===== src/cpld_macrocell_cfg.svh =====
// register offsets, field positions and reset values of the macrocell
`ifndef CPLD_MACROCELL_CFG_SVH
`define CPLD_MACROCELL_CFG_SVH

// ----------------------------------------------------------------------
// register offsets
// ----------------------------------------------------------------------
`define MC_CFG_OFS        8'h00
`define MC_STATUS_OFS     8'h04
`define MC_TERM_BASE_OFS  8'h10
`define MC_TERM_STEP      8'h08
`define MC_TERM_SPAN      8'h30

// ----------------------------------------------------------------------
// configuration field positions
// ----------------------------------------------------------------------
`define MC_CFG_MODE_LSB   0
`define MC_CFG_CLKSEL_LSB 2
`define MC_CFG_CLKFALL    4
`define MC_CFG_DUALSRC    5
`define MC_CFG_ASYNCEN    6
`define MC_CFG_OESEL_LSB  7
`define MC_CFG_GTSEN      10
`define MC_CFG_USED_W     11

// ----------------------------------------------------------------------
// term register and status fields
// ----------------------------------------------------------------------
`define MC_TERM_OR_BIT    8
`define MC_ST_REG         0
`define MC_ST_VALUE       1
`define MC_ST_PIN         2
`define MC_ST_OE          3
`define MC_ST_TERM_LSB    4
`define MC_ST_GTS         10

// ----------------------------------------------------------------------
// reset values
// ----------------------------------------------------------------------
`define MC_CFG_RST        11'h000
`define MC_TERM_OR_RST    1'b0

`endif


===== src/cpld_macrocell_pkg.sv =====
// types shared by the macrocell design
package cpld_macrocell_pkg;

   // ----------------------------------------------------------------------
   // register mode, clock source and output enable source
   // ----------------------------------------------------------------------
   typedef enum logic [1:0] {
      MODE_COMB = 2'h0,
      MODE_D    = 2'h1,
      MODE_T    = 2'h2,
      MODE_RSVD = 2'h3
   } mc_mode_t;

   typedef enum logic [1:0] {
      CLK_GSYNC = 2'h0,
      CLK_GDUAL = 2'h1,
      CLK_CT_A  = 2'h2,
      CLK_CT_B  = 2'h3
   } clk_src_t;

   typedef enum logic [2:0] {
      OE_OFF  = 3'h0,
      OE_ON   = 3'h1,
      OE_CT_A = 3'h2,
      OE_CT_B = 3'h3,
      OE_CT_C = 3'h4,
      OE_CT_D = 3'h5
   } oe_src_t;

   localparam int N_TERMS = 6;

endpackage


===== src/cpld_macrocell.sv =====
// one macrocell with its control terms, output buffer and APB registers
//
// Contract
// - register is D, T or bypassed combinational
// - clock chosen from four sources
// - dual global clock: pin or macrocell equation
// - rising or falling edge per global clock
// - clock terms configurable as product or sum
// - two terms asynchronously preset and reset register
// - power-up clears the register
// - preset/reset connection can be disabled
// - clock terms also selectable as output enable
// - four terms in total drive output enable
// - buffer may be always on or off
// - global three-state low floats all outputs
// - feedback of macrocell value and pin level
// - output use: buffer on, feedback kept
// - input use: buffer off, pin routed in
`include "cpld_macrocell_cfg.svh"

module cpld_macrocell
   import cpld_macrocell_pkg::*;
#(
   parameter int N_IN = 36,
   parameter int AW   = 8
) (
   input  wire logic            mclk,
   input  wire logic            arst_n,
   input  wire logic            psel,
   input  wire logic            penable,
   input  wire logic            pwrite,
   input  wire logic [AW-1:0]   paddr,
   input  wire logic [31:0]     pwdata,
   output logic [31:0]          prdata,
   output logic                 pready,
   output logic                 pslverr,
   input  wire logic [N_IN-1:0] interconnect_array,
   input  wire logic            sop_result,
   input  wire logic            global_sync_clock,
   input  wire logic            global_dual_clock,
   input  wire logic            dual_clock_equation,
   input  wire logic            global_three_state_n,
   input  wire logic            pin_in,
   output logic                 pin_out,
   output logic                 pin_oe_n,
   output logic                 fb_macrocell,
   output logic                 fb_pin,
   output logic                 ctrl_term_async_a,
   output logic                 ctrl_term_async_b,
   output logic                 ctrl_term_clk_oe_a,
   output logic                 ctrl_term_clk_oe_b,
   output logic                 ctrl_term_oe_c,
   output logic                 ctrl_term_oe_d
);

   // ----------------------------------------------------------------------
   // address decode
   // ----------------------------------------------------------------------
   // returns {valid, high word, term index}
   function automatic logic [4:0] term_slot(input logic [AW-1:0] a);
      logic [AW-1:0] off;
      off = a - AW'(`MC_TERM_BASE_OFS);
      if (a >= AW'(`MC_TERM_BASE_OFS) &&
          off < AW'(`MC_TERM_SPAN) && a[1:0] == 2'h0) begin
         return {1'b1, off[2], off[5:3]};
      end
      return 5'h00;
   endfunction

   logic [4:0] slot;
   logic       hit_cfg;
   logic       hit_status;
   logic       mapped;
   logic       wr_en;

   always_comb begin
      slot       = term_slot(paddr);
      hit_cfg    = (paddr == AW'(`MC_CFG_OFS));
      hit_status = (paddr == AW'(`MC_STATUS_OFS));
      mapped     = hit_cfg | hit_status | slot[4];
      wr_en      = psel & penable & pwrite & mapped;
   end

   // ----------------------------------------------------------------------
   // configuration and control term registers
   // ----------------------------------------------------------------------
   logic [`MC_CFG_USED_W-1:0] cfg_q;
   logic [`MC_CFG_USED_W-1:0] cfg_d;
   logic [N_IN-1:0]           mask_q [N_TERMS];
   logic [N_IN-1:0]           mask_d [N_TERMS];
   logic [N_TERMS-1:0]        or_q;
   logic [N_TERMS-1:0]        or_d;

   always_comb begin
      cfg_d  = cfg_q;
      mask_d = mask_q;
      or_d   = or_q;
      if (wr_en && hit_cfg) begin
         cfg_d = pwdata[`MC_CFG_USED_W-1:0];
      end
      if (wr_en && slot[4]) begin
         if (slot[3]) begin
            mask_d[slot[2:0]][N_IN-1:32] = pwdata[N_IN-33:0];
            or_d[slot[2:0]] = pwdata[`MC_TERM_OR_BIT];
         end else begin
            mask_d[slot[2:0]][31:0] = pwdata;
         end
      end
   end

   always_ff @(posedge mclk or negedge arst_n) begin
      if (!arst_n) begin
         cfg_q <= `MC_CFG_RST;
         or_q  <= {N_TERMS{`MC_TERM_OR_RST}};
         for (int i = 0; i < N_TERMS; i++) begin
            mask_q[i] <= '0;
         end
      end else begin
         cfg_q  <= cfg_d;
         mask_q <= mask_d;
         or_q   <= or_d;
      end
   end

   mc_mode_t mode;
   clk_src_t clk_sel;
   oe_src_t  oe_sel;
   logic     clk_fall;
   logic     dual_from_eqn;
   logic     async_en;
   logic     gts_en;

   always_comb begin
      mode          = mc_mode_t'(cfg_q[`MC_CFG_MODE_LSB +: 2]);
      clk_sel       = clk_src_t'(cfg_q[`MC_CFG_CLKSEL_LSB +: 2]);
      oe_sel        = oe_src_t'(cfg_q[`MC_CFG_OESEL_LSB +: 3]);
      clk_fall      = cfg_q[`MC_CFG_CLKFALL];
      dual_from_eqn = cfg_q[`MC_CFG_DUALSRC];
      async_en      = cfg_q[`MC_CFG_ASYNCEN];
      gts_en        = cfg_q[`MC_CFG_GTSEN];
   end

   // ----------------------------------------------------------------------
   // control terms
   // ----------------------------------------------------------------------
   logic [N_TERMS-1:0] term;

   for (genvar g = 0; g < N_TERMS; g++) begin : g_term
      ctrl_term_eval #(
         .N_IN     (N_IN)
      ) u_term (
         .block_in (interconnect_array),
         .mask     (mask_q[g]),
         .or_type  (or_q[g]),
         .term     (term[g])
      );
   end

   always_comb begin
      ctrl_term_async_a  = term[0];
      ctrl_term_async_b  = term[1];
      ctrl_term_clk_oe_a = term[2];
      ctrl_term_clk_oe_b = term[3];
      ctrl_term_oe_c     = term[4];
      ctrl_term_oe_d     = term[5];
   end

   // ----------------------------------------------------------------------
   // clock selection and edge detection
   // ----------------------------------------------------------------------
   logic clk_now;
   logic clk_prev_q;
   logic clk_prev_d;
   logic clk_edge;
   logic dual_src;

   always_comb begin
      dual_src = dual_from_eqn ? dual_clock_equation : global_dual_clock;
      unique case (clk_sel)
         CLK_GSYNC: clk_now = global_sync_clock ^ clk_fall;
         CLK_GDUAL: clk_now = dual_src ^ clk_fall;
         CLK_CT_A:  clk_now = ctrl_term_clk_oe_a;
         CLK_CT_B:  clk_now = ctrl_term_clk_oe_b;
      endcase
      clk_prev_d = clk_now;
      clk_edge   = clk_now & ~clk_prev_q;
   end

   always_ff @(posedge mclk or negedge arst_n) begin
      if (!arst_n) begin
         clk_prev_q <= 1'b0;
      end else begin
         clk_prev_q <= clk_prev_d;
      end
   end

   // ----------------------------------------------------------------------
   // macrocell register
   // ----------------------------------------------------------------------
   logic ff_q;
   logic ff_d;
   logic force_rst;
   logic force_set;
   logic mc_value;

   always_comb begin
      // reset term wins over preset when both are active
      force_rst = async_en & ctrl_term_async_b;
      force_set = async_en & ctrl_term_async_a & ~force_rst;
      ff_d = ff_q;
      if (force_rst) begin
         ff_d = 1'b0;
      end else if (force_set) begin
         ff_d = 1'b1;
      end else if (clk_edge) begin
         unique case (mode)
            MODE_D:    ff_d = sop_result;
            MODE_T:    ff_d = ff_q ^ sop_result;
            MODE_COMB: ff_d = ff_q;
            default:   ff_d = ff_q;
         endcase
      end
      if (mode == MODE_COMB) begin
         mc_value = sop_result;
      end else if (force_rst) begin
         mc_value = 1'b0;
      end else if (force_set) begin
         mc_value = 1'b1;
      end else begin
         mc_value = ff_q;
      end
   end

   always_ff @(posedge mclk or negedge arst_n) begin
      if (!arst_n) begin
         ff_q <= 1'b0;
      end else begin
         ff_q <= ff_d;
      end
   end

   // ----------------------------------------------------------------------
   // output buffer and feedback
   // ----------------------------------------------------------------------
   logic oe_active;

   always_comb begin
      unique case (oe_sel)
         OE_OFF:  oe_active = 1'b0;
         OE_ON:   oe_active = 1'b1;
         OE_CT_A: oe_active = ctrl_term_clk_oe_a;
         OE_CT_B: oe_active = ctrl_term_clk_oe_b;
         OE_CT_C: oe_active = ctrl_term_oe_c;
         OE_CT_D: oe_active = ctrl_term_oe_d;
         default: oe_active = 1'b0;
      endcase
      if (gts_en && !global_three_state_n) begin
         oe_active = 1'b0;
      end
      pin_out      = mc_value;
      pin_oe_n     = ~oe_active;
      fb_macrocell = mc_value;
      fb_pin       = pin_in;
   end

   // ----------------------------------------------------------------------
   // apb read path
   // ----------------------------------------------------------------------
   logic [31:0] rd_mux;
   logic [31:0] prdata_q;
   logic [31:0] prdata_d;

   always_comb begin
      rd_mux = 32'h0000_0000;
      if (hit_cfg) begin
         rd_mux = 32'(cfg_q);
      end else if (hit_status) begin
         rd_mux[`MC_ST_REG]   = ff_q;
         rd_mux[`MC_ST_VALUE] = mc_value;
         rd_mux[`MC_ST_PIN]   = pin_in;
         rd_mux[`MC_ST_OE]    = oe_active;
         rd_mux[`MC_ST_TERM_LSB +: N_TERMS] = term;
         rd_mux[`MC_ST_GTS]   = global_three_state_n;
      end else if (slot[4] && slot[3]) begin
         rd_mux[N_IN-33:0] = mask_q[slot[2:0]][N_IN-1:32];
         rd_mux[`MC_TERM_OR_BIT] = or_q[slot[2:0]];
      end else if (slot[4]) begin
         rd_mux = mask_q[slot[2:0]][31:0];
      end
      prdata_d = prdata_q;
      if (psel && !penable) begin
         prdata_d = rd_mux;
      end
      prdata  = prdata_q;
      pready  = 1'b1;
      pslverr = psel & penable & ~mapped;
   end

   always_ff @(posedge mclk or negedge arst_n) begin
      if (!arst_n) begin
         prdata_q <= 32'h0000_0000;
      end else begin
         prdata_q <= prdata_d;
      end
   end

endmodule // cpld_macrocell


===== src/ctrl_term_eval.sv =====
// one control term: product or sum of the masked block inputs
module ctrl_term_eval #(
   parameter int N_IN = 36
) (
   input  wire logic [N_IN-1:0] block_in,
   input  wire logic [N_IN-1:0] mask,
   input  wire logic            or_type,
   output logic                 term
);

   // an empty product is one, an empty sum is zero
   always_comb begin
      if (or_type) begin
         term = |(block_in & mask);
      end else begin
         term = &(block_in | ~mask);
      end
   end

endmodule // ctrl_term_eval


===== config.mk =====
export PLATFORM = sky130hd
export DESIGN_NAME = cpld_macrocell
export DESIGN_NICKNAME = d
export VERILOG_FILES = /design/src/cpld_macrocell_pkg.sv /design/src/cpld_macrocell.sv /design/src/ctrl_term_eval.sv
export VERILOG_INCLUDE_DIRS = /design/src /design/src/src
export SDC_FILE = /design/constraint.sdc
export NUM_CORES = 1
export LEC_CHECK = 0
export BUFFER_PORTS_ARGS = -buffer_cell sky130_fd_sc_hd__clkbuf_2
export CORE_ASPECT_RATIO = 1.25
export CORE_MARGIN = 2
export CORE_UTILIZATION = 30
export DETAILED_ROUTE_END_ITERATION = 10
export RECOVER_POWER = 100
export SYNTH_ARGS = -nofsm -noshare
export SYNTH_HDL_FRONTEND = slang
export SYNTH_SLANG_ARGS = --single-unit

===== constraint.sdc =====
create_clock -name mclk -period 2.8 [get_ports mclk]
set_input_delay 0.42 -clock mclk [delete_from_list [all_inputs] [get_ports mclk]]
set_output_delay 0.42 -clock mclk [all_outputs]
set_load 0.03 [all_outputs]

==> summary.md <==
When the netlist entered floorplanning its net count stood at 1430. The logs give 0 for the max-slew violation total from the final report and 50700 sq um for the die footprint. After the last flow step, the layout net total stands at 1961. Of the total synthesized cell area, the portion taken by XOR and XNOR cells is 0.119%.

The simple-gate portion of the synthesized area was 10.1%. In this run the vertical extent of the chip is 251 um. Detailed router's first-iteration violation count: 1619. In this run the mean area of a mapped cell was 11.0 sq um.

Walking the worst path, the cells encountered are buf_4 -> a22oi_2 -> nand2_1 -> nor4_4 -> nand4_1 -> a32oi_2 -> buf_4 -> a211oi_4 -> a211oi_4 -> clkbuf_8. Total power for the finished layout comes to 9450 uW. The final reports fail on setup timing. Summing the areas of all compound-gate instances in the mapped netlist gives 19.3% of the synthesized area. The final period demand of the worst path was 3.63 ns. The tools report the number of global-route vias before repair as 15500.

In this run the deepest clock path goes through 3 buffers. For the total clock sinks, the log shows 267. The final count of hold timing violations was 0; the critical path arrival was 3.21 ns. The tools report the fraction of power consumed by sequential logic as 42.4%.

Across the VDD grid, the largest voltage drop is 435 uV. The tools report the kind of start point of the critical path as a register. The die boundary width works out to 202 um.

The portion of the clock cycle consumed by the worst path in the final layout was 130%; the area share of fa/ha/maj cells after synthesis was 0.341%. The sequential share of the synthesized area is 45.5%, and the largest net degree at the start of global routing is 87. The tools report the number of non-filler instances in the completed layout as 2537.

In the final routed layout, each cell accounts on average for 39.7 um. At the placement stage, the worst setup path has a slack of -0.761 ns. Cell internal power was estimated by the tool at 6770 uW. The run gives 0.61 ns as the latest clock arrival within the worst-skew pair.

On the worst path, the slowest cell contributes a delay of 0.47 ns. Data on the critical path is required at its endpoint by 2.38 ns. The worst setup path is of the reg -> out kind. Between clock sinks in the finished design, the worst skew comes to 0.0137 ns. Among all flip-flop cells after synthesis, the most frequent one is sky130_fd_sc_hd__dfrtp_1. Total global-route track usage: 39.5%. For the number of routed nets with antenna violations, the log shows 0. Fraction of layout cells with a size suffix above 1: 48.2%. The tree is rooted in a sky130_fd_sc_hd__clkbuf_16. The final count of negative-setup-slack endpoints came out at 15.

Critical register-to-register path startpoint: mask_q[139]. The cell with the biggest individual delay on the critical path was sky130_fd_sc_hd__dfrtp_2. Setup repair after global routing could not meet its margin everywhere. The placed wire-length estimate came out at 82100 um. In the final layout, flip-flops and latches occupy 6720 sq um. The flow ran to the end, but the final reports show violations.

The multiplexer share of the synthesized area works out to 20.2%. Of all flip-flops after synthesis, the portion carrying an async set or reset was 100%. The run gives 90 as the number of standard-cell rows in the floorplan. The logs give 1 for the number of levels in the clock H-tree and 136000 um for the wire length of the first global-routing pass.

Summed over all nets, the switching power comes to 2680 uW. In this run the most critical hold path is launched from pwdata[17]. The number of buffers and inverters on the critical path is 3. The warning count from the yosys run is 0, and the initial antenna violation count is 5. Routability-driven placement finished with a final weighted congestion of 1.07. The final layout contains routed wiring with a total length of 101000 um. The kind of cell adding the most delay to the critical path was compound AO/OA/AOI/OAI gates. Number of synthesized flops with an enable pin: 0. The core region is 48300 sq um. The cell count after synthesis came out at 1339.

Timing would allow up to 0.275 GHz. The cell area after synthesis is 14700 sq um. The number of ports placed on the die boundary was 131; the critical-path maximum fanout was 3. The setup total negative slack is -4.86 ns.

The share of total power dissipated in combinational logic is 13.8%. Power spread over the standard cell area amounts to 448 nW/um^2. The setup slack after layout is -0.833 ns, and the multi-input combinational cell area is 7930 sq um. The tools report the worst max-slew margin expressed relative to the limit as 7.91%.

The number of clock buffers added by TritonCTS is 31. The most critical setup path has its startpoint at mask_q[38]. The clock network accounts for 43.8% of the total power. Summed over all cells, the static leakage comes to 0.0103 uW. The number of fillers in the final layout is 4700, and the max capacitance violation total is 0. The count of buffers added on input and output ports is 129. TritonCTS built the clock tree. Summed over all layers, the global routing overflow is 0.

The initial standard-cell utilization of the core came out at 30.4%. The dominant combinational cell family by area after synthesis is multiplexers. After synthesis, the netlist uses 63 different library cells. The layout-stage area growth over the synthesis result is 43.7%. The switching power share of the total is 28.4%. The number of synthesized register bits is 267, and the count of TritonRoute iterations in the first routing pass is 6. The min-delay analysis places its worst path in the category in -> reg. In the routed layout, each cell is associated on average with a via count of 6.02.

At the pin with the least slew margin, the transition time is 1.38 ns. In the routed design, unresolved DRC markers number 0. The clock input transition at the sequential cells of the worst setup and hold paths came out at 0.06 ns. The tools report the category of the worst setup path capture point as an output port. Once placement completed, the tool counted placed cells totaling 2464.

The routed layout has 15300 vias.
## worst register-to-register path: cells and delay by family, from the launching register on
kind                   cells  cell delay [ns]
AO/OA/AOI/OAI              3             0.74
buffers and inverters      3             0.49
flip-flops                 1             0.47
multiplexers               2             0.35
AND/OR/NAND/NOR            3             0.67
## Yosys cell counts, types with 6 or more instances
cell type / instances / share of area [%]
sky130_fd_sc_hd__a2111o_1: 10 / 0.77
sky130_fd_sc_hd__a2111oi_0: 21 / 1.3
sky130_fd_sc_hd__a211oi_1: 8 / 0.41
sky130_fd_sc_hd__a21oi_1: 13 / 0.44
sky130_fd_sc_hd__a221o_1: 6 / 0.41
sky130_fd_sc_hd__a221oi_1: 15 / 0.90
sky130_fd_sc_hd__a222oi_1: 6 / 0.41
sky130_fd_sc_hd__a22o_1: 50 / 3.0
sky130_fd_sc_hd__a22oi_1: 105 / 5.4
sky130_fd_sc_hd__a31oi_1: 10 / 0.43
sky130_fd_sc_hd__buf_2: 26 / 0.89
sky130_fd_sc_hd__clkbuf_1: 60 / 1.5
sky130_fd_sc_hd__dfrtp_1: 267 / 46
sky130_fd_sc_hd__inv_1: 48 / 1.2
sky130_fd_sc_hd__mux2_1: 29 / 2.2
sky130_fd_sc_hd__mux2_2: 201 / 15
sky130_fd_sc_hd__mux2i_1: 36 / 2.5
sky130_fd_sc_hd__nand2_1: 42 / 1.1
sky130_fd_sc_hd__nand3_1: 11 / 0.38
sky130_fd_sc_hd__nand4_1: 26 / 1.1
sky130_fd_sc_hd__nor2_1: 24 / 0.61
sky130_fd_sc_hd__nor2b_1: 86 / 3.7
sky130_fd_sc_hd__nor3_1: 30 / 1.0
sky130_fd_sc_hd__nor4_1: 12 / 0.51
sky130_fd_sc_hd__o21ai_0: 53 / 1.8
sky130_fd_sc_hd__o21ai_1: 9 / 0.31
sky130_fd_sc_hd__o22ai_1: 59 / 2.5
## routing by layer
| metal | vias to the layer above | track usage, % | share of wire (%) |
|---|---|---|---|
| met4 | 4 | 28.5 | 9.0 |
| met2 | 907 | 64.7 | 46 |
| met1 | 7879 | 47.4 | 38 |
| li1 | 6211 | - | - |
| met5 | - | 0 | 0.027 |
| met3 | 280 | 5.81 | 6.5 |
## final timing paths
| path | endpoint | slack [ns] | depth (start not counted) |
|---|---|---|---|
| worst min register to register | prdata[7] | 0.49 | 2 |
| worst max register to register | ff_q | -0.02 | 11 |
| worst max-delay path | pin_oe_n | -0.83 | 10 |
| min in group asynchronous | mask_q[110] | 0.72 | 2 |
| max in group asynchronous | mask_q[124] | 0.52 | 3 |
| worst min-delay path | mask_q[125] | 0.13 | 2 |
## metrics by stage
| stage | hold WS, ns | area, sq um | util (%) |
|---|---|---|---|
| after global routing | 0.148 | 21100 | 43.6 |
| after detailed placement | 0.483 | 19600 | 40.6 |
| after global placement | 0.468 | 19600 | 40.6 |
| final | 0.132 | 21100 | 43.6 |
| after CTS | 0.113 | 21200 | 43.9 |
| after floorplan | 0.124 | 14700 | - |
## logic make-up (layout without fill, tap and decap cells)
| kind of cell | Yosys count | count (layout) |
|---|---|---|
| multiplexers | 267 | 267 |
| AND/OR/NAND/NOR | 265 | 265 |
| adder cells (fa/ha/maj) | 4 | 4 |
| other | 1 | 3 |
| AO/OA/AOI/OAI | 384 | 384 |
| flip-flops | 267 | 267 |
| XOR/XNOR | 2 | 2 |
| buffers and inverters | 149 | 701 |
## power groups by stage
stage                     combinational, uW  sequential, uW  clock [uW]
final                                  1300            4010        4140
after global routing                   1340            4010        4320
after CTS                              1280            4010        4190
after detailed placement               1200            4080           0
after global placement                 1200            4080           0
after floorplan                         396            4050           0
## area by class of cell
cell class	instances	share of cell area (%)
multi-input combinational	923	37.6
sequential	267	31.9
timing repair buffer	598	21.1
clock buffer	44	4.20
tap	644	3.82
inverter	49	0.884
clock inverter	10	0.522
antenna	2	0.0237
## cells in the final DEF, fill, tap and decap left out, drive strengths merged, types with 36 or more instances in the layout
cell type / n
a22o: 50
a22oi: 105
buf: 442
clkbuf: 199
dfrtp: 267
inv: 51
mux2: 231
mux2i: 36
nand2: 43
nor2b: 86
o21ai: 62
o22ai: 59
## flip-flops by register name, summed over array words and instances (netlist names)
| signal | cells |
|---|---|
| clk_prev_q | 1 |
| or_q | 6 |
| cfg_q | 11 |
| mask_q | 216 |
| ff_q | 1 |
| prdata | 32 |
## what timing repair did
action / 4_1_cts / 5_1_grt
hold buffers: 1 / 0
setup endpoints to repair: 15 / 11
pin swaps: 43 / 24
gates resized for setup: 123 / 47
setup buffers: 13 / 5
hold endpoints to repair: 80 / 0
(Power assumes the default switching activity.)
